<file path="src/logic/sspr_pkg.sv">
// constants and types shared by the supply supervisor controller
package sspr_pkg;
  localparam int SSPR_CLK_MHZ = 250;
  localparam int SSPR_START_BOR_US = 3300;
  localparam int SSPR_START_NOBOR_US = 1000;
  localparam int SSPR_START_BOR_CYC = SSPR_START_BOR_US * SSPR_CLK_MHZ;
  localparam int SSPR_START_NOBOR_CYC = SSPR_START_NOBOR_US * SSPR_CLK_MHZ;
  localparam int SSPR_CNT_W = 20;
  localparam int SSPR_LOAD_CYC = 16;
  // register offsets
  localparam logic [3:0] SSPR_OFS_CTRL = 4'h0;
  localparam logic [3:0] SSPR_OFS_STAT = 4'h4;
  localparam logic [3:0] SSPR_OFS_IRQ_EN = 4'h8;
  localparam logic [3:0] SSPR_OFS_IRQ_CLR = 4'hc;
  localparam logic [3:0] SSPR_OFS_IRQ_ST = 4'h4;
  // control fields
  localparam int SSPR_CTRL_MON_EN = 0;
  localparam int SSPR_CTRL_LVL_LSB = 1;
  localparam int SSPR_CTRL_VREF_OFF = 4;
  localparam int SSPR_CTRL_MODE_LSB = 5;
  localparam int SSPR_CTRL_W = 7;
  localparam logic [6:0] SSPR_CTRL_RST = 7'h00;
  localparam logic [2:0] SSPR_LVL_MAX = 3'h6;
  // interrupt bits
  localparam int SSPR_IRQ_FALL = 0;
  localparam int SSPR_IRQ_RISE = 1;
  localparam int SSPR_IRQ_W = 2;
  // brownout option: 0 disables, 1..5 thresholds
  localparam logic [2:0] SSPR_BOR_OFF = 3'h0;
  localparam logic [2:0] SSPR_BOR_MAX = 3'h5;
  localparam logic [2:0] SSPR_BOR_LVL_RST = 3'h1;
  typedef enum logic [1:0] {
    SSPR_REG_MAIN = 2'h0,
    SSPR_REG_LOW = 2'h1,
    SSPR_REG_DOWN = 2'h2
  } sspr_reg_mode_t;
  // requested power mode from software
  typedef enum logic [1:0] {
    SSPR_PM_STOP = 2'h0,
    SSPR_PM_STANDBY = 2'h1,
    SSPR_PM_LPRUN = 2'h2
  } sspr_pm_t;
  typedef enum logic [2:0] {
    SSPR_ST_RESET = 3'b000,
    SSPR_ST_LOAD = 3'b001,
    SSPR_ST_START = 3'b011,
    SSPR_ST_RUN = 3'b010,
    SSPR_ST_LPRUN = 3'b110,
    SSPR_ST_STOP = 3'b111,
    SSPR_ST_STBY = 3'b101
  } sspr_state_t;
endpackage

</file>
<file path="src/logic/sspr_ctrl.sv">
// supply supervisor, voltage monitor and regulator mode controller
// What this block does
// [RQ1] hold internal reset while supply is below active reset threshold
// [RQ2] above active reset threshold (brownout level 1 after system reset), load option byte: thresholds or brownout off
// [RQ3] five brownout thresholds chosen by option byte, not by register
// [RQ4] software enables monitor and picks one of seven levels
// [RQ5] monitor interrupts on falling, rising or both crossings
// [RQ6] optionally switch internal reference off while in Stop
// [RQ7] start-up delay 3.3 ms with brownout, 1 ms without brownout or after a Standby wakeup
// [RQ8] three regulator modes; main regulator in Run
// [RQ9] low-power regulator in low-power run, low-power sleep, Stop
// [RQ10] power-down in Standby; only standby domain survives
// [RQ11] Stop: start fast oscillator on peripheral request, route, stop
// [RQ12] processor deep-sleep request enters Stop or Standby
// [RQ13] two-stage synchronise every comparator output before use
`timescale 1ns/10ps
module sspr_ctrl
  import sspr_pkg::*;
#(
  parameter int START_BOR_CYC = SSPR_START_BOR_CYC,
  parameter int START_NOBOR_CYC = SSPR_START_NOBOR_CYC,
  parameter int N_REQ = 4
) (
  input wire logic clk,
  input wire logic sys_rst,
  input wire logic clk_en,
  input wire logic [3:0] reg_addr,
  input wire logic [31:0] reg_wdata,
  input wire logic reg_wr,
  input wire logic reg_rd,
  output logic [31:0] reg_rdata,
  input wire logic por_ok,
  input wire logic brownout_ok,
  input wire logic monitor_above,
  input wire logic [2:0] opt_brownout,
  input wire logic deep_sleep_req,
  input wire logic wakeup,
  input wire logic lp_sleep,
  input wire logic [N_REQ-1:0] osc_req,
  output logic internal_rst,
  output logic [2:0] brownout_level,
  output logic brownout_enable,
  output logic monitor_enable,
  output logic [2:0] monitor_level,
  output logic internal_reference_voltage_on,
  output logic [1:0] regulator_mode,
  output logic fast_internal_oscillator_on,
  output logic [N_REQ-1:0] osc_gate,
  output logic irq
);
  // refuse sizes the counter and gate vector cannot hold
  if (N_REQ < 1 || N_REQ > 16) begin : g_req_chk
    $error("N_REQ out of range");
  end
  if (START_BOR_CYC >= (1 << SSPR_CNT_W)) begin : g_bor_chk
    $error("count too wide");
  end
  if (START_NOBOR_CYC >= (1 << SSPR_CNT_W)) begin : g_nobor_chk
    $error("count too wide");
  end
  if (START_NOBOR_CYC < 1 || START_BOR_CYC < 1) begin : g_min_chk
    $error("start count too small");
  end

  function automatic logic [1:0] reg_mode_of(input sspr_state_t s);
    case (s)
      SSPR_ST_RUN: reg_mode_of = SSPR_REG_MAIN; // [RQ8]
      SSPR_ST_LPRUN, SSPR_ST_STOP: reg_mode_of = SSPR_REG_LOW; // [RQ9]
      SSPR_ST_STBY: reg_mode_of = SSPR_REG_DOWN; // [RQ10]
      default: reg_mode_of = SSPR_REG_MAIN;
    endcase
  endfunction

  typedef struct packed {
    sspr_state_t st;
    logic [SSPR_CNT_W-1:0] cnt;
    logic [2:0] bor_lvl;
    logic bor_en;
    logic [SSPR_CTRL_W-1:0] ctrl;
    logic [SSPR_IRQ_W-1:0] irq_en;
    logic [SSPR_IRQ_W-1:0] irq_st;
    logic [2:0] sy1;
    logic [2:0] sy2;
    logic mon_prev;
    logic [N_REQ-1:0] gate;
    logic osc_on;
    logic [31:0] rdata;
    logic rst_o;
    logic [1:0] rmode;
    logic vref;
    logic irq_o;
  } sspr_regs_t;

  sspr_regs_t r_reg, r_next;
  logic supply_ok;
  logic mon_rise;
  logic mon_fall;

  // sy1 feeds only sy2
  assign supply_ok = r_reg.sy2[0] & (~r_reg.bor_en | r_reg.sy2[1]); // [RQ13]
  assign mon_rise = r_reg.sy2[2] & ~r_reg.mon_prev;
  assign mon_fall = ~r_reg.sy2[2] & r_reg.mon_prev;

  always_comb begin
    r_next = r_reg;
    r_next.sy1 = {monitor_above, brownout_ok, por_ok};
    r_next.sy2 = r_reg.sy1; // [RQ13]
    r_next.mon_prev = r_reg.sy2[2];
    if (r_reg.cnt != '0) begin
      r_next.cnt = r_reg.cnt - 1'b1;
    end
    case (r_reg.st)
      SSPR_ST_RESET: begin
        if (supply_ok) begin
          r_next.st = SSPR_ST_LOAD; // [RQ2]
          r_next.cnt = SSPR_CNT_W'(SSPR_LOAD_CYC);
        end
      end
      SSPR_ST_LOAD: begin
        if (r_reg.cnt == '0) begin
          // option byte decides thresholds, or turns brownout off until the next option load
          r_next.bor_en = (opt_brownout != SSPR_BOR_OFF); // [RQ2]
          r_next.bor_lvl = (opt_brownout > SSPR_BOR_MAX) ?
            SSPR_BOR_MAX : opt_brownout; // [RQ3]
          r_next.st = SSPR_ST_START;
          r_next.cnt = (opt_brownout != SSPR_BOR_OFF) ?
            SSPR_CNT_W'(START_BOR_CYC) :
            SSPR_CNT_W'(START_NOBOR_CYC); // [RQ7]
        end
      end
      SSPR_ST_START: begin
        if (r_reg.cnt == '0) begin
          r_next.st = SSPR_ST_RUN;
        end
      end
      SSPR_ST_RUN, SSPR_ST_LPRUN: begin
        r_next.st = (r_reg.ctrl[SSPR_CTRL_MODE_LSB+:2] == SSPR_PM_LPRUN) ?
          SSPR_ST_LPRUN : SSPR_ST_RUN;
        // held for the whole sleep, not toggled back by the mode field
        if (lp_sleep) begin
          r_next.st = SSPR_ST_LPRUN; // [RQ9]
        end
        if (deep_sleep_req) begin
          r_next.st = (r_reg.ctrl[SSPR_CTRL_MODE_LSB+:2] == SSPR_PM_STANDBY) ?
            SSPR_ST_STBY : SSPR_ST_STOP; // [RQ12]
        end
      end
      SSPR_ST_STOP: begin
        if (wakeup) begin
          r_next.st = SSPR_ST_RUN;
        end
      end
      SSPR_ST_STBY: begin
        // leaving standby is a fresh start: volatile state is lost
        if (wakeup) begin
          r_next.st = SSPR_ST_START; // [RQ10]
          r_next.cnt = SSPR_CNT_W'(START_NOBOR_CYC);
          r_next.ctrl = SSPR_CTRL_RST;
          r_next.irq_en = '0;
          r_next.irq_st = '0;
        end
      end
      default: r_next.st = SSPR_ST_RESET;
    endcase
    // registers
    if (reg_wr) begin
      case (reg_addr)
        SSPR_OFS_CTRL: begin
          r_next.ctrl = reg_wdata[SSPR_CTRL_W-1:0];
          if (reg_wdata[SSPR_CTRL_LVL_LSB+:3] > SSPR_LVL_MAX) begin
            r_next.ctrl[SSPR_CTRL_LVL_LSB+:3] = SSPR_LVL_MAX; // [RQ4]
          end
        end
        SSPR_OFS_IRQ_EN: r_next.irq_en = reg_wdata[SSPR_IRQ_W-1:0];
        SSPR_OFS_IRQ_CLR: r_next.irq_st = r_reg.irq_st &
          ~reg_wdata[SSPR_IRQ_W-1:0];
        default: ;
      endcase
    end
    // set wins over clear
    if (r_reg.ctrl[SSPR_CTRL_MON_EN]) begin
      if (mon_fall) r_next.irq_st[SSPR_IRQ_FALL] = 1'b1; // [RQ5]
      if (mon_rise) r_next.irq_st[SSPR_IRQ_RISE] = 1'b1; // [RQ5]
    end
    r_next.rdata = '0;
    if (reg_rd) begin
      case (reg_addr)
        SSPR_OFS_CTRL: r_next.rdata = {25'h0, r_reg.ctrl};
        SSPR_OFS_STAT: r_next.rdata = {22'h0, r_reg.st,
          r_reg.bor_en, r_reg.bor_lvl, r_reg.sy2[2], r_reg.irq_st};
        SSPR_OFS_IRQ_EN: r_next.rdata = {30'h0, r_reg.irq_en};
        default: r_next.rdata = '0;
      endcase
    end
    // fast oscillator only to requesters, only while stopped
    for (int i = 0; i < N_REQ; i++) begin
      r_next.gate[i] = (r_next.st == SSPR_ST_STOP) & osc_req[i]; // [RQ11]
    end
    r_next.osc_on = |r_next.gate;
    r_next.rst_o = ~(r_next.st inside {SSPR_ST_RUN, SSPR_ST_LPRUN,
      SSPR_ST_STOP, SSPR_ST_STBY}); // [RQ1]
    r_next.rmode = reg_mode_of(r_next.st);
    r_next.vref = ~(r_next.st == SSPR_ST_STOP &&
      r_next.ctrl[SSPR_CTRL_VREF_OFF]); // [RQ6]
    r_next.irq_o = |(r_next.irq_st & r_next.irq_en);
    // any supply drop overrides everything
    if (!supply_ok) begin
      r_next.st = SSPR_ST_RESET; // [RQ1]
      r_next.rst_o = 1'b1;
      r_next.rmode = SSPR_REG_MAIN;
      r_next.gate = '0;
      r_next.osc_on = 1'b0;
      r_next.ctrl = SSPR_CTRL_RST;
      r_next.irq_en = '0;
      r_next.irq_st = '0;
      r_next.irq_o = 1'b0;
      r_next.vref = 1'b1;
    end
  end

  always_ff @(posedge clk or posedge sys_rst) begin
    if (sys_rst) begin
      r_reg <= '{st: SSPR_ST_RESET, rst_o: 1'b1, vref: 1'b1,
        rmode: SSPR_REG_MAIN, bor_en: 1'b1, bor_lvl: SSPR_BOR_LVL_RST,
        ctrl: SSPR_CTRL_RST, default: '0};
    end else if (clk_en) begin
      r_reg <= r_next;
    end
  end

  assign reg_rdata = r_reg.rdata;
  assign internal_rst = r_reg.rst_o;
  assign brownout_level = r_reg.bor_lvl;
  assign brownout_enable = r_reg.bor_en;
  assign monitor_enable = r_reg.ctrl[SSPR_CTRL_MON_EN]; // [RQ4]
  assign monitor_level = r_reg.ctrl[SSPR_CTRL_LVL_LSB+:3];
  assign internal_reference_voltage_on = r_reg.vref;
  assign regulator_mode = r_reg.rmode;
  assign fast_internal_oscillator_on = r_reg.osc_on; // [RQ11]
  assign osc_gate = r_reg.gate;
  assign irq = r_reg.irq_o;

  rst_held_a: assert property ( // [RQ1]
    @(posedge clk) disable iff (sys_rst)
    clk_en && !supply_ok |=> internal_rst)
    else $error("reset not held on low supply");
  load_first_a: assert property ( // [RQ2]
    @(posedge clk) disable iff (sys_rst)
    clk_en && r_reg.st == SSPR_ST_RESET && supply_ok |=>
    r_reg.st == SSPR_ST_LOAD) else $error("no option load");
  bor_range_a: assert property ( // [RQ3]
    @(posedge clk) disable iff (sys_rst)
    brownout_level <= SSPR_BOR_MAX)
    else $error("brownout level out of range");
  mon_level_a: assert property ( // [RQ4]
    @(posedge clk) disable iff (sys_rst)
    monitor_level <= SSPR_LVL_MAX)
    else $error("monitor level out of range");
  fall_flag_a: assert property ( // [RQ5]
    @(posedge clk) disable iff (sys_rst)
    clk_en && monitor_enable && mon_fall && supply_ok |=>
    r_reg.irq_st[SSPR_IRQ_FALL]) else $error("fall lost");
  rise_flag_a: assert property ( // [RQ5]
    @(posedge clk) disable iff (sys_rst)
    clk_en && monitor_enable && mon_rise && supply_ok |=>
    r_reg.irq_st[SSPR_IRQ_RISE]) else $error("rise lost");
  vref_stop_a: assert property ( // [RQ6]
    @(posedge clk) disable iff (sys_rst)
    r_reg.st == SSPR_ST_STOP && r_reg.ctrl[SSPR_CTRL_VREF_OFF] |->
    !internal_reference_voltage_on) else $error("reference on");
  start_wait_a: assert property ( // [RQ7]
    @(posedge clk) disable iff (sys_rst)
    $rose(r_reg.st == SSPR_ST_START) |-> r_reg.cnt != '0)
    else $error("start delay skipped");
  reg_mode_a: assert property ( // [RQ8]
    @(posedge clk) disable iff (sys_rst)
    r_reg.st == SSPR_ST_RUN |-> regulator_mode == SSPR_REG_MAIN)
    else $error("run not main");
  stop_low_a: assert property ( // [RQ9]
    @(posedge clk) disable iff (sys_rst)
    r_reg.st == SSPR_ST_STOP |-> regulator_mode == SSPR_REG_LOW)
    else $error("stop not low");
  lp_sleep_a: assert property ( // [RQ9]
    @(posedge clk) disable iff (sys_rst)
    clk_en && supply_ok && lp_sleep && !deep_sleep_req &&
    r_reg.st inside {SSPR_ST_RUN, SSPR_ST_LPRUN} |=>
    regulator_mode == SSPR_REG_LOW) else $error("sleep not low");
  stby_down_a: assert property ( // [RQ10]
    @(posedge clk) disable iff (sys_rst)
    r_reg.st == SSPR_ST_STBY |-> regulator_mode == SSPR_REG_DOWN)
    else $error("standby not down");
  stby_exit_a: assert property ( // [RQ10]
    @(posedge clk) disable iff (sys_rst)
    clk_en && supply_ok && !reg_wr && wakeup && r_reg.st == SSPR_ST_STBY |=>
    r_reg.st == SSPR_ST_START && r_reg.ctrl == SSPR_CTRL_RST)
    else $error("standby exit kept state");
  osc_off_a: assert property ( // [RQ11]
    @(posedge clk) disable iff (sys_rst)
    r_reg.st != SSPR_ST_STOP |-> osc_gate == '0)
    else $error("oscillator outside stop");
  osc_route_a: assert property ( // [RQ11]
    @(posedge clk) disable iff (sys_rst)
    clk_en && supply_ok && !wakeup && r_reg.st == SSPR_ST_STOP |=>
    osc_gate == $past(osc_req)) else $error("oscillator misrouted");
  deep_sleep_a: assert property ( // [RQ12]
    @(posedge clk) disable iff (sys_rst)
    clk_en && supply_ok && deep_sleep_req &&
    r_reg.st inside {SSPR_ST_RUN, SSPR_ST_LPRUN} |=>
    r_reg.st inside {SSPR_ST_STOP, SSPR_ST_STBY})
    else $error("sleep request ignored");
endmodule

</file>
<file path="config.mk">
export PLATFORM = sky130hd
export DESIGN_NAME = sspr_ctrl
export DESIGN_NICKNAME = d
export VERILOG_FILES = /design/src/logic/sspr_pkg.sv /design/src/logic/sspr_ctrl.sv
export SDC_FILE = /design/constraint.sdc
export NUM_CORES = 1
export LEC_CHECK = 0
export BUFFER_PORTS_ARGS = -buffer_cell sky130_fd_sc_hd__buf_2
export CORE_MARGIN = 5
export CORE_UTILIZATION = 30
export CTS_CLUSTER_SIZE = 8
export DETAILED_ROUTE_END_ITERATION = 12
export MAX_ROUTING_LAYER = met4
export SLEW_MARGIN = 20
export SYNTH_ARGS = -nofsm -noshare
export SYNTH_HDL_FRONTEND = slang
export SYNTH_SLANG_ARGS = --single-unit
</file>
<file path="constraint.sdc">
create_clock -name clk -period 2.6 [get_ports clk]
set_input_delay 0.13 -clock clk [delete_from_list [all_inputs] [get_ports clk]]
set_output_delay 0.13 -clock clk [all_outputs]
set_load 0.02 [all_outputs]
</file>
---- Yosys cells after proc, flatten, opt, wreduce, memory -nomap -nowiden ----
Index checks and enable logic that the tools add are counted.
operators by class
  equal/unequal tests ..................... 15
  mux-type cells .......................... 31
  reductions and logical operators ........ 12
  add/sub/neg operators ................... 1
  magnitude comparators ................... 2
  bitwise gates (word level) .............. 16
operators with widths
  operator                                            count
  case mux 20 bit (3 select lines)                    1
  two-way mux 23 bit                                  2
  two-way mux 11 bit                                  4
  two-way mux 20 bit                                  2
  case mux 10 bit (3 select lines)                    1
  two-way mux 27 bit                                  1
  two-way mux 3 bit                                   8
  logical NOT 20 bit                                  1
  nonzero test 20 bit                                 1
  subtractor 20 x 1 -> 20 bit, second input constant  1
  == test 3 bit, second input constant                6
  case mux 3 bit (6 select lines)                     1
  two-way mux 10 bit                                  1
  two-way mux 5 bit                                   2
  == test 3 x 2 -> 1 bit, second input constant       3
  == test 4 bit, second input constant                2
  two-way mux 2 bit                                   4
  bitwise AND 1 bit                                   7
  two-way mux 7 bit                                   1
  > comparator 3 bit, second input constant           2
  OR reduction 2 bit                                  3
  NOT 1 bit                                           5
  bitwise AND 2 bit                                   2
  == test 4 x 3 -> 1 bit, second input constant       1
  other kinds (14)                                    15
storage, ports and cells
  bits in registers ....................... 87
  logic and storage cells ................. 94
  input bits .............................. 54

---- Logic depth before layout (Yosys ltp) ----
Gate-level depths: netlist of run 1.
  depth in word-level cells ............... 9
  gate-level depth with buffers ........... 9
  depth with buffers taken out ............ 8

---- Least setup slack after synthesis of run 1 ----
OpenSTA, ideal clock, no wires.
  path type ............................... register to register
  start ................................... register r_reg[75] (netlist bit)
  end ..................................... register r_reg[64] (netlist bit)
  required time ........................... 2.464 ns
  arrival ................................. 2.400 ns
  library setup time ...................... 0.136 ns
  setup slack ............................. 0.064 ns
  clock period less this slack ............ 2.536 ns
  cell stages (with the launch flop) ...... 8
  path buffers ............................ 0
  cells stage by stage .................... dfrtp_1 > or4_4 > or4_4 > or3_4 > ha_1 > inv_1 > a22oi_1 > a21oi_1
between the ends
  word-level cells in the longest chain between the ends .. 4
  elaborated cells between the ends (all ways) .. 7
  classes of those cells .................. mux: 5; reduce/logical: 2
RTL lines
  what                                        line              source
  from (decl)                                 sspr_ctrl.sv:94   sspr_regs_t r_reg, r_next;
  from (signal assigned)                      sspr_ctrl.sv:223  r_reg <= '{st: SSPR_ST_RESET, rst_o: 1'b1, vref: 1'b1,
  from (signal assigned)                      sspr_ctrl.sv:227  r_reg <= r_next;
  nonzero test 20 bit                         sspr_ctrl.sv:109  if (r_reg.cnt != '0) begin
  two-way mux 20 bit                          sspr_ctrl.sv:109
  two-way mux 23 bit (tied with other cells)  sspr_ctrl.sv:155  if (wakeup) begin
  case mux 20 bit (3 select lines) *          sspr_ctrl.sv:112  case (r_reg.st)
Every way passes the cells marked *; elsewhere a longest branch is shown, timed or not.
A chain may end at the register's enable or synchronous reset.

---- Worst setup path after layout of run 1 ----
  start ................................... register r_reg[74] (netlist bit)
  end ..................................... register r_reg[78] (netlist bit)
between the ends
  word-level cells in the longest chain between the ends .. 4
  elaborated cells between the ends (all ways) .. 8
  classes of those cells .................. add/sub: 1; mux: 5; reduce/logical: 2
RTL lines
  what                                                                       line
  subtractor 20 x 1 -> 20 bit / nonzero test 20 bit (equally long branches)  sspr_ctrl.sv:110, sspr_ctrl.sv:109
  two-way mux 20 bit                                                         sspr_ctrl.sv:109
  two-way mux 23 bit (tied with other cells)                                 sspr_ctrl.sv:155
  case mux 20 bit (3 select lines) *                                         sspr_ctrl.sv:112
Marked as above.

==> run summary, run 1 <==
outcome -> finished clean
sequential share of the synthesized area -> 0.440
Placer Congestion -> 0.882
drt pass-1 iters -> 4
Sw Ratio -> 0.325
reg-to-reg startpoint -> r_reg[74]
Skew-Pair Late Insertion Delay -> 330 ps
Net count, final -> 517
CTS Sinks -> 65
Yosys Warn Count -> 0
via count -> 3193
Initial Util -> 0.307
number of port buffers -> 56
routed len/inst -> 15.3 um
ys flop type -> dfrtp_1
hold_sp -> reg_wdata[5]
VDD IR max -> 0.295 mV
largest net degree at the start of global routing -> 66
Die ar. -> 14700 um2
PD cells -> 737 nW/um2
synthesized flop and latch total -> 65
Combinational Power Share -> 0.292
clock power share -> 0.332
leak pwr -> 2.09 nW
clock skew -> 5.32 ps
switching power total -> 1.07 mW
worst hold endpoint -> r_reg[58]
Slew HR -> 0.450
Die Wd -> 121 um
grt ovf -> 0
Top Ports -> 104
Period Utilization, post-route -> 0.989
crit path DAT -> 2810 ps
share of post-route cells with drive strength above 1 -> 0.281
Pint -> 2.23 mW
worst hold path type -> in2reg
CTS max path bufs -> 2
DR DRC count -> 0
fmax -> 0.389 GHz
worst setup path class -> reg2reg
number of flops mapped to enable cells by yosys -> 0
vias in the first global route -> 3156
Tmin final -> 2570 ps
Setup crit end kind -> flop
Routed WL -> 9.71 mm
H-tree levels -> 3
Max-Cap Viols -> 0
Slew Viols, Final -> 0
r2r setup slk -> 30 ps
Layout Cells excl Fill -> 634
Final Hold Viols -> 0
Placed Instances -> 617
R2R Path End -> r_reg[78]
Netlist cell types -> 64
setup TNS -> 0 ps
post-DP HPWL -> 7.23 mm
CTS tree -> done
Gate Count Post-Synth -> 395
setup violators final -> 0
CTS Hold Buffers Added -> 0
ys async rst share -> 1.00
# diodes -> 0
chip height -> 121 um
Syn Area/Cell -> 9.39 um2
worst-margin pin slew -> 825 ps
root buf cell -> clkbuf_16
1st-iter DRT viols -> 258
max reg flops -> 33
maximum fanout along the worst path -> 6
fraction of power consumed by sequential logic -> 0.376
Antenna Nets Post-Route -> 0
RSZ-0062 raised after global routing -> true
clock transition at the registers of the reported paths -> 60 ps
CP required -> 2840 ps
GR Util All Layers -> 0.140
area grow syn2layout -> 20.6%
Critical Path Start Type -> flop
Synth Cell Area -> 3710 um2
CTS buffer count -> 9
Hold WS -> 24.7 ps
Core ar. -> 12100 um2
cells on worst reg2reg path -> 6
global-route wire length before repair -> 16.2 mm
site row count -> 40
Hold Crit Depth -> 2
filler cell count -> 1211
vias per inst -> 5.04
initial antenna violation count -> 0
==> layer usage <==
layer,global-route usage,vias to the layer above,wire length [um]
met4,0.0427,0,138
met2,0.225,89,4650
met1,0.178,1561,4370
met3,0.0294,15,547
met5,-,-,0
li1,-,1528,-
==> stage by stage <==
| step | cell area (um2) | utilization | total power [mW] | setup WS (ps) |
|---|---|---|---|---|
| after floorplan | 3790 | - | 1.81 | 63.7 |
| after global placement | 4160 | 0.345 | 2.15 | -4.73 |
| after detailed placement | 4160 | 0.345 | 2.16 | -39.4 |
| after CTS | 4440 | 0.368 | 3.28 | 9.20 |
| after global routing | 4470 | 0.371 | 3.48 | -55.4 |
| final | 4470 | 0.371 | 3.30 | 27.8 |
==> cell type report <==
type                            instances  area (um2)  share of cell area
Clock inverter                          5        31.3             0.00699
Tap cell                              168         210              0.0470
Sequential cell                        65        1630               0.365
Inverter                               14        52.6              0.0117
Timing Repair Buffer                   90         548               0.122
Clock buffer                           11         243              0.0543
Multi-Input combinational cell        281        1760               0.393
==> worst max-delay path, stage by stage (launching register included) <==
cell and delay [ps]:
dfrtp_1 370, or4_4 570, or4_4 500, or3_4 410, o311ai_4 380, a31oi_1 70, nor3_1 190
==> cell usage after synthesis, drive strengths merged, types with 3 or more instances <==
cell type / n / share of area
a31oi: 5 / 0.0084
a21o: 4 / 0.0081
dfstp: 4 / 0.028
nand2: 36 / 0.036
nor2b: 5 / 0.0084
nand3b: 3 / 0.0061
nor2: 31 / 0.031
o2bb2ai: 12 / 0.028
nor4: 9 / 0.017
or3: 4 / 0.0081
nor3: 14 / 0.022
dfrtp: 61 / 0.41
o211ai: 3 / 0.0061
or4: 8 / 0.018
buf: 47 / 0.092
o311ai: 3 / 0.012
clkbuf: 9 / 0.0091
a21oi: 19 / 0.026
mux2: 7 / 0.021
and3: 3 / 0.0051
nand3: 12 / 0.016
nand2b: 4 / 0.0067
a22o: 13 / 0.031
inv: 14 / 0.014
o21ai: 16 / 0.022
a22oi: 8 / 0.016
nand4: 4 / 0.0067
==> cells in the final DEF, fill, tap and decap left out, types with 3 or more instances in the layout <==
cell type	netlist	routed
nand2_1	36	36
or4_4	2	3
a21oi_1	19	19
buf_2	0	56
o2bb2ai_1	12	12
nand4_1	4	4
nor4_1	8	8
and3_1	3	3
nand3_1	12	11
dfstp_2	4	4
nand3b_1	3	3
dfrtp_1	61	61
nor2_1	31	30
o21ai_0	14	12
or3_1	3	3
mux2_2	6	6
nor2b_1	5	5
a22oi_1	8	8
a21o_1	4	4
inv_1	14	13
or4_1	6	5
clkbuf_16	0	9
nand2b_1	4	4
o211ai_1	3	3
o21ai_1	2	4
conb_1	1	22
a31oi_1	5	5
buf_4	44	33
clkinv_2	0	3
nor3_1	12	11
a22o_1	13	13
==> power by group through the flow <==
| stage | Sequential (mW) | Clock [mW] | Combinational [mW] |
|---|---|---|---|
| after CTS | 1.24 | 1.12 | 0.913 |
| after floorplan | 1.24 | 0 | 0.577 |
| after global routing | 1.26 | 1.16 | 1.05 |
| after detailed placement | 1.25 | 0 | 0.908 |
| after global placement | 1.25 | 0 | 0.899 |
| final | 1.24 | 1.10 | 0.962 |
==> what timing repair did <==
| action | 4_1_cts | 5_1_grt |
|---|---|---|
| setup buffers | 0 | 1 |
| pin swaps | 1 | 7 |
| setup endpoints to repair | 3 | 24 |
| endpoints found under the hold margin | 0 | 0 |
| resized for setup | 1 | 7 |
==> worst max-delay path by stage <==
stage	to	from	slack, ps
floorplan	r_reg[64]	r_reg[75]	60
global placement	r_reg[78]	r_reg[73]	-5
detailed placement	r_reg[78]	r_reg[73]	-40
CTS	r_reg[79]	r_reg[73]	9
global route	r_reg[78]	r_reg[74]	-60
finish	r_reg[78]	r_reg[74]	30
==> cells by family after synthesis <==
kind of cell | share of synthesized area
AOI/OAI and AO/OA | 0.200
buffers and inverters | 0.115
muxes | 0.0267
xor gates and xnor gates | 0.00945
other | 0.00101
DFF | 0.440
and+or+nand+nor | 0.201
adders and majority gates | 0.00675
(Power assumes the default switching activity.)
==> inputs of run 2 (changes only) <==
Settings changed: ABC_CLOCK_PERIOD_IN_PS set to 2600, REMOVE_ABC_BUFFERS set to 1.
==> run summary, run 2 (synthesis gave the netlist of run 1 again) <==
setup violators final -> 0 (unchanged)
worst slack, placed -> -30.4 ps (was -39.4 ps)
Antenna Nets Post-Route -> 0 (unchanged)
clock transition at the registers of the reported paths -> 60 ps (about the same)
max reg flops -> 33 (unchanged)
Crit. Startpoint -> r_reg[73] (was r_reg[74])
CTS Sinks -> 65 (unchanged)
clock skew -> 6.91 ps (was 5.32 ps)
worst hold path type -> in2reg (unchanged)
Slew Viols, Final -> 0 (unchanged)
maximum fanout along the worst path -> 6 (unchanged)
R2R Path End -> r_reg[78] (unchanged)
Top Ports -> 104 (unchanged)
VDD IR max -> 0.317 mV (was 0.295 mV)
cell area after layout -> 4470 um2 (about the same)
critical path endpoint -> r_reg[78] (unchanged)
site row count -> 40 (unchanged)
Post-DP Area -> 4150 um2 (was 4160 um2)
Max-Cap Viols -> 0 (unchanged)
Combinational Power Share -> 0.287 (was 0.292)
met2 routed WL -> 4.63 mm (was 4.65 mm)
post-DP HPWL -> 7.36 mm (was 7.23 mm)
fmax -> 0.388 GHz (was 0.389 GHz)
outcome -> finished clean (unchanged)
r2r setup slk -> 20 ps (was 30 ps)
share of post-route cells with drive strength above 1 -> 0.285 (was 0.281)
area grow syn2layout -> 20.6% (about the same)
clock power share -> 0.341 (was 0.332)
Pint -> 2.23 mW (about the same)
Initial Util -> 0.307 (unchanged)
Placer Congestion -> 0.952 (was 0.882)
worst setup path class -> reg2reg (unchanged)
H-tree levels -> 3 (unchanged)
routed len/inst -> 15.7 um (was 15.3 um)
# diodes -> 0 (unchanged)
switching power total -> 1.12 mW (was 1.07 mW)
global-route wire length before repair -> 16.2 mm (about the same)
vias per inst -> 5.00 (was 5.04)
chip height -> 121 um (unchanged)
crit path DAT -> 2820 ps (was 2810 ps)
fraction of power consumed by sequential logic -> 0.371 (was 0.376)
Core ar. -> 12100 um2 (unchanged)
GR Util All Layers -> 0.142 (was 0.140)
Critical Path Start Type -> flop (unchanged)
Placed Instances -> 617 (unchanged)
via count -> 3172 (was 3193)
Die ar. -> 14700 um2 (unchanged)
vias in the first global route -> 3103 (was 3156)
CTS tree -> done (unchanged)
1st-iter DRT viols -> 164 (was 258)
RSZ-0062 raised after global routing -> true (unchanged)
largest net degree at the start of global routing -> 31 (was 66)
Final Hold Viols -> 0 (unchanged)
CP required -> 2850 ps (was 2840 ps)
Layout Utilization -> 0.371 (about the same)
worst setup slack after layout -> 23.3 ps (was 27.8 ps)
root buf cell -> clkbuf_16 (unchanged)
Slew HR -> 0.568 (was 0.450)
PD cells -> 748 nW/um2 (was 737 nW/um2)
setup TNS -> 0 ps (unchanged)
Max Used Layer -> met4 (unchanged)
Sw Ratio -> 0.334 (was 0.325)
leak pwr -> 2.08 nW (was 2.09 nW)
Met1 Routed Length -> 4.69 mm (was 4.37 mm)
Layout Cells excl Fill -> 634 (unchanged)
Net count, final -> 517 (unchanged)
CTS max path bufs -> 2 (unchanged)
most common cell after layout, fill and taps aside -> dfrtp_1 (unchanged)
drt pass-1 iters -> 5 (was 4)
number of port buffers -> 56 (unchanged)
Period Utilization, post-route -> 0.991 (was 0.989)
wire length on met3 -> 498 um (was 547 um)
Tmin final -> 2580 ps (was 2570 ps)
cells on worst reg2reg path -> 6 (unchanged)
reg-to-reg startpoint -> r_reg[73] (was r_reg[74])
Die Wd -> 121 um (unchanged)
DR DRC count -> 0 (unchanged)
Routed WL -> 9.94 mm (was 9.71 mm)
grt ovf -> 0 (unchanged)
Skew-Pair Late Insertion Delay -> 330 ps (about the same)
initial antenna violation count -> 0 (unchanged)
Setup crit end kind -> flop (unchanged)
most frequent cells in the layout -> 61 x dfrtp_1, 56 x buf_2, 36 x nand2_1 (unchanged)
Post-CTS Setup Bufs -> 0 (unchanged)
worst-margin pin slew -> 646 ps (was 825 ps)
CTS buffer count -> 9 (unchanged)
-- run 2: worst min-delay path by stage --
stage	from	to	slack, ps	cells after the start
2_1_floorplan	clk_en	r_reg[64]	210	1
4_1_cts	osc_req[0]	osc_gate[0]	10	2
6_report	osc_req[0]	osc_gate[0]	20	2
5_1_grt	por_ok	r_next[43]	20	2
3_5_place_dp	sys_rst	reg_rdata[7]	270	2
3_3_place_gp	sys_rst	reg_rdata[7]	260	2
-- run 2: power groups by stage --
stage                     clock network (mW)  registers, mW  logic [mW]
after floorplan                            0           1.24       0.520
after global placement                     0           1.25       0.893
after detailed placement                   0           1.25       0.915
after CTS                               1.17           1.24       0.930
after global routing                    1.20           1.27        1.06
final                                   1.14           1.24       0.961
-- run 2: per-stage QoR --
step           hold WS [ps]  total power, mW
5_1_grt                21.1             3.52
2_1_floorplan           215             1.76
3_3_place_gp            264             2.14
6_report               22.7             3.35
3_5_place_dp            269             2.17
4_1_cts                11.0             3.34
-- run 2: layer usage --
metal | track usage | up-vias
met5 | - | -
met2 | 0.217 | 92
met3 | 0.0261 | 10
met1 | 0.191 | 1544
li1 | - | 1526
met4 | 0.0483 | 0
-- run 2: cell type report --
cell class	instances	area [um2]
clock buffer	10	239
clock inverter	6	42.5
fill	1202	7590
inverter	14	52.6
multi-input combinational	281	1760
sequential	65	1630
tap	168	210
timing repair buffer	90	538
-- run 2: what timing repair did --
item                                   in CTS  in global routing
gates resized for setup                     3                  6
hold buffers                                1                  0
setup endpoints to repair                   5                 13
pin swaps                                   3                  2
endpoints found under the hold margin      26                  0
-- run 2: worst max-delay path, cell delays in order (launching register included) --
cell,delay [ps]
dfrtp_1,390
or4_4,560
or4_4,530
or3_4,400
o311ai_4,340
nor3_1,90
nor3_1,180
==> inputs of run 3 (changes only) <==
Settings changed: ABC_CLOCK_PERIOD_IN_PS 2600 to 2100, SKIP_LAST_GASP set to 1.
Clock period 2.6 ns to 2.1 ns, I/O delays scaled along.
==> run summary, run 3 (synthesis gave the netlist of run 1 again) <==
Die ar. -> 14700 um2 (unchanged)
leak pwr -> 2.41 nW (was 2.08 nW)
worst-margin pin slew -> 704 ps (was 646 ps)
worst setup slack after layout -> -483 ps (was 23.3 ps)
site row count -> 40 (unchanged)
Routed WL -> 11.1 mm (was 9.94 mm)
outcome -> finished with violations (was finished clean)
worst hold path type -> in2reg (unchanged)
Initial Util -> 0.307 (unchanged)
violated checks -> setup timing
CP required -> 2310 ps (was 2850 ps)
Crit. Startpoint -> r_reg[75] (was r_reg[73])
worst setup path class -> reg2reg (unchanged)
share of post-route cells with drive strength above 1 -> 0.389 (was 0.285)
most used cell, CP -> or4_4
clock skew -> 8.88 ps (was 6.91 ps)
Skew-Pair Late Insertion Delay -> 340 ps (was 330 ps)
maximum fanout along the worst path -> 2 (was 6)
GR Util All Layers -> 0.160 (was 0.142)
Cell Chain, Critical Path -> or4_4, or4_4, or3_4, buf_4, ha_4, inv_2, a22oi_2, a21oi_1 (was or4_4, or4_4, or3_4, o311ai_4, nor3_1, nor3_1)
fmax -> 0.387 GHz (was 0.388 GHz)
Slew Viols, Final -> 0 (unchanged)
Top delay family on crit path -> simple AND/OR/NAND/NOR gates (unchanged)
H-tree levels -> 3 (unchanged)
max reg flops -> 33 (unchanged)
Tmin final -> 2580 ps (about the same)
filler cell count -> 1141 (was 1202)
initial antenna violation count -> 0 (unchanged)
DR DRC count -> 0 (unchanged)
PD cells -> 928 nW/um2 (was 748 nW/um2)
most common cell after layout, fill and taps aside -> dfrtp_1 (unchanged)
CTS Sinks -> 65 (unchanged)
Slew HR -> 0.527 (was 0.568)
clock transition at the registers of the reported paths -> 60 ps (about the same)
setup violators final -> 35 (was 0)
Layout Cells excl Fill -> 682 (was 634)
Hold WS -> 13.9 ps (was 22.7 ps)
Net count, final -> 565 (was 517)
Critical Path Max Stage Delay -> 540 ps (was 560 ps)
r2r setup slk -> -480 ps (was 20 ps)
Slowest cell on crit path -> or4_4 (unchanged)
Critical Path Start Type -> flop (unchanged)
1st-iter DRT viols -> 135 (was 164)
Core ar. -> 12100 um2 (unchanged)
R2R Path End -> r_reg[64] (was r_reg[78])
worst path buffer plus inverter count -> 2 (was 0)
reg-to-reg startpoint -> r_reg[75] (was r_reg[73])
Top Ports -> 104 (unchanged)
# diodes -> 0 (unchanged)
most frequent cells in the layout -> 61 x dfrtp_1, 57 x buf_4, 56 x buf_2 (was 61 x dfrtp_1, 56 x buf_2, 36 x nand2_1)
CTS buffer count -> 9 (unchanged)
Post-DP Area -> 4350 um2 (was 4150 um2)
Final Hold Viols -> 0 (unchanged)
Setup crit end kind -> flop (unchanged)
crit path DAT -> 2790 ps (was 2820 ps)
root buf cell -> clkbuf_16 (unchanged)
number of port buffers -> 56 (unchanged)
cell area after layout -> 5130 um2 (was 4470 um2)
global-route wire length before repair -> 18.0 mm (was 16.2 mm)
VDD IR max -> 0.380 mV (was 0.317 mV)
area grow syn2layout -> 38.4% (was 20.6%)
chip height -> 121 um (unchanged)
vias in the first global route -> 3437 (was 3103)
Placed Instances -> 642 (was 617)
WP depth -> 8 (was 6)
Period Utilization, post-route -> 1.23 (was 0.991)
post-DP HPWL -> 8.00 mm (was 7.36 mm)
power consumption -> 4.76 mW (was 3.35 mW)
critical path endpoint -> r_reg[64] (was r_reg[78])
cells on worst reg2reg path -> 8 (was 6)
Placer Congestion -> 1.01 (was 0.952)
vias per inst -> 5.06 (was 5.00)
CTS max path bufs -> 2 (unchanged)
Layout Utilization -> 0.426 (was 0.371)
routed len/inst -> 16.3 um (was 15.7 um)
Die Wd -> 121 um (unchanged)
largest net degree at the start of global routing -> 44 (was 31)
Max-Cap Viols -> 0 (unchanged)
RSZ-0062 raised after global routing -> true (unchanged)
via count -> 3449 (was 3172)
CTS tree -> done (unchanged)
drt pass-1 iters -> 4 (was 5)
Antenna Nets Post-Route -> 0 (unchanged)
grt ovf -> 0 (unchanged)
-- run 3: cell count changes in the layout (fill, tap and decap cells not counted), sizes merged --
cell	delta
clkbuf	-1
inv	+3
clkinv	-1
dlygate4sd3	+10
clkinvlp	-1
buf	+38
-- run 3: worst reg2reg max path, cell delays in order, from the launching register on --
cell     delay (ps)
dfrtp_1         380
or4_4           540
or4_4           530
or3_4           390
buf_4           160
ha_4            250
inv_2            30
a22oi_2         100
a21oi_1          80
-- run 3: cell type report --
type	count	area, um2	area share
multi-input cells	281	1970	0.384
clock inverters	7	58.8	0.0115
well taps	168	210	0.0409
flip-flops and latches	65	1630	0.318
repair buffers	138	985	0.192
clock buffers	9	225	0.0439
inverters	14	52.6	0.0102
-- run 3: layer usage --
metal,vias to the layer above,GRT usage,part of all wire
met4,0,0.0721,0.024
met2,111,0.249,0.48
li1,1619,-,-
met5,-,-,0
met1,1695,0.204,0.45
met3,24,0.0275,0.048
-- run 3: power breakdown --
group	internal [mW]	switching [mW]	total (mW)	leakage, nW
logic	0.901	0.923	1.82	1.41
clock network	0.819	0.619	1.44	0.139
registers	1.40	0.104	1.50	0.858
-- run 3: timing repair --
item / CTS / global route
buffers inserted: 11 / 2
resized for setup: 55 / 10
hold buffers: 11 / 0
endpoints found under the setup margin: 35 / 35
pin swaps: 32 / 10
endpoints found under the hold margin: 32 / 0
-- run 3: worst min-delay path by stage --
| stage | start | end | slack, ps | cells after the start |
|---|---|---|---|---|
| 2_1_floorplan | clk_en | r_reg[64] | 190 | 1 |
| 3_3_place_gp | sys_rst | reg_rdata[9] | 190 | 2 |
| 3_5_place_dp | sys_rst | r_reg[67] | 190 | 2 |
| 4_1_cts | reg_wdata[2] | monitor_level[1] | 10 | 2 |
| 5_1_grt | reg_wdata[2] | monitor_level[1] | 20 | 2 |
| 6_report | reg_wdata[2] | monitor_level[1] | 10 | 2 |
-- run 3: per-stage QoR --
stage | setup slack, ps | setup TNS [ps]
2_1_floorplan | -432 | -7310
3_3_place_gp | -458 | -11530
3_5_place_dp | -550 | -13630
4_1_cts | -439 | -8500
5_1_grt | -547 | -12420
6_report | -483 | -10010
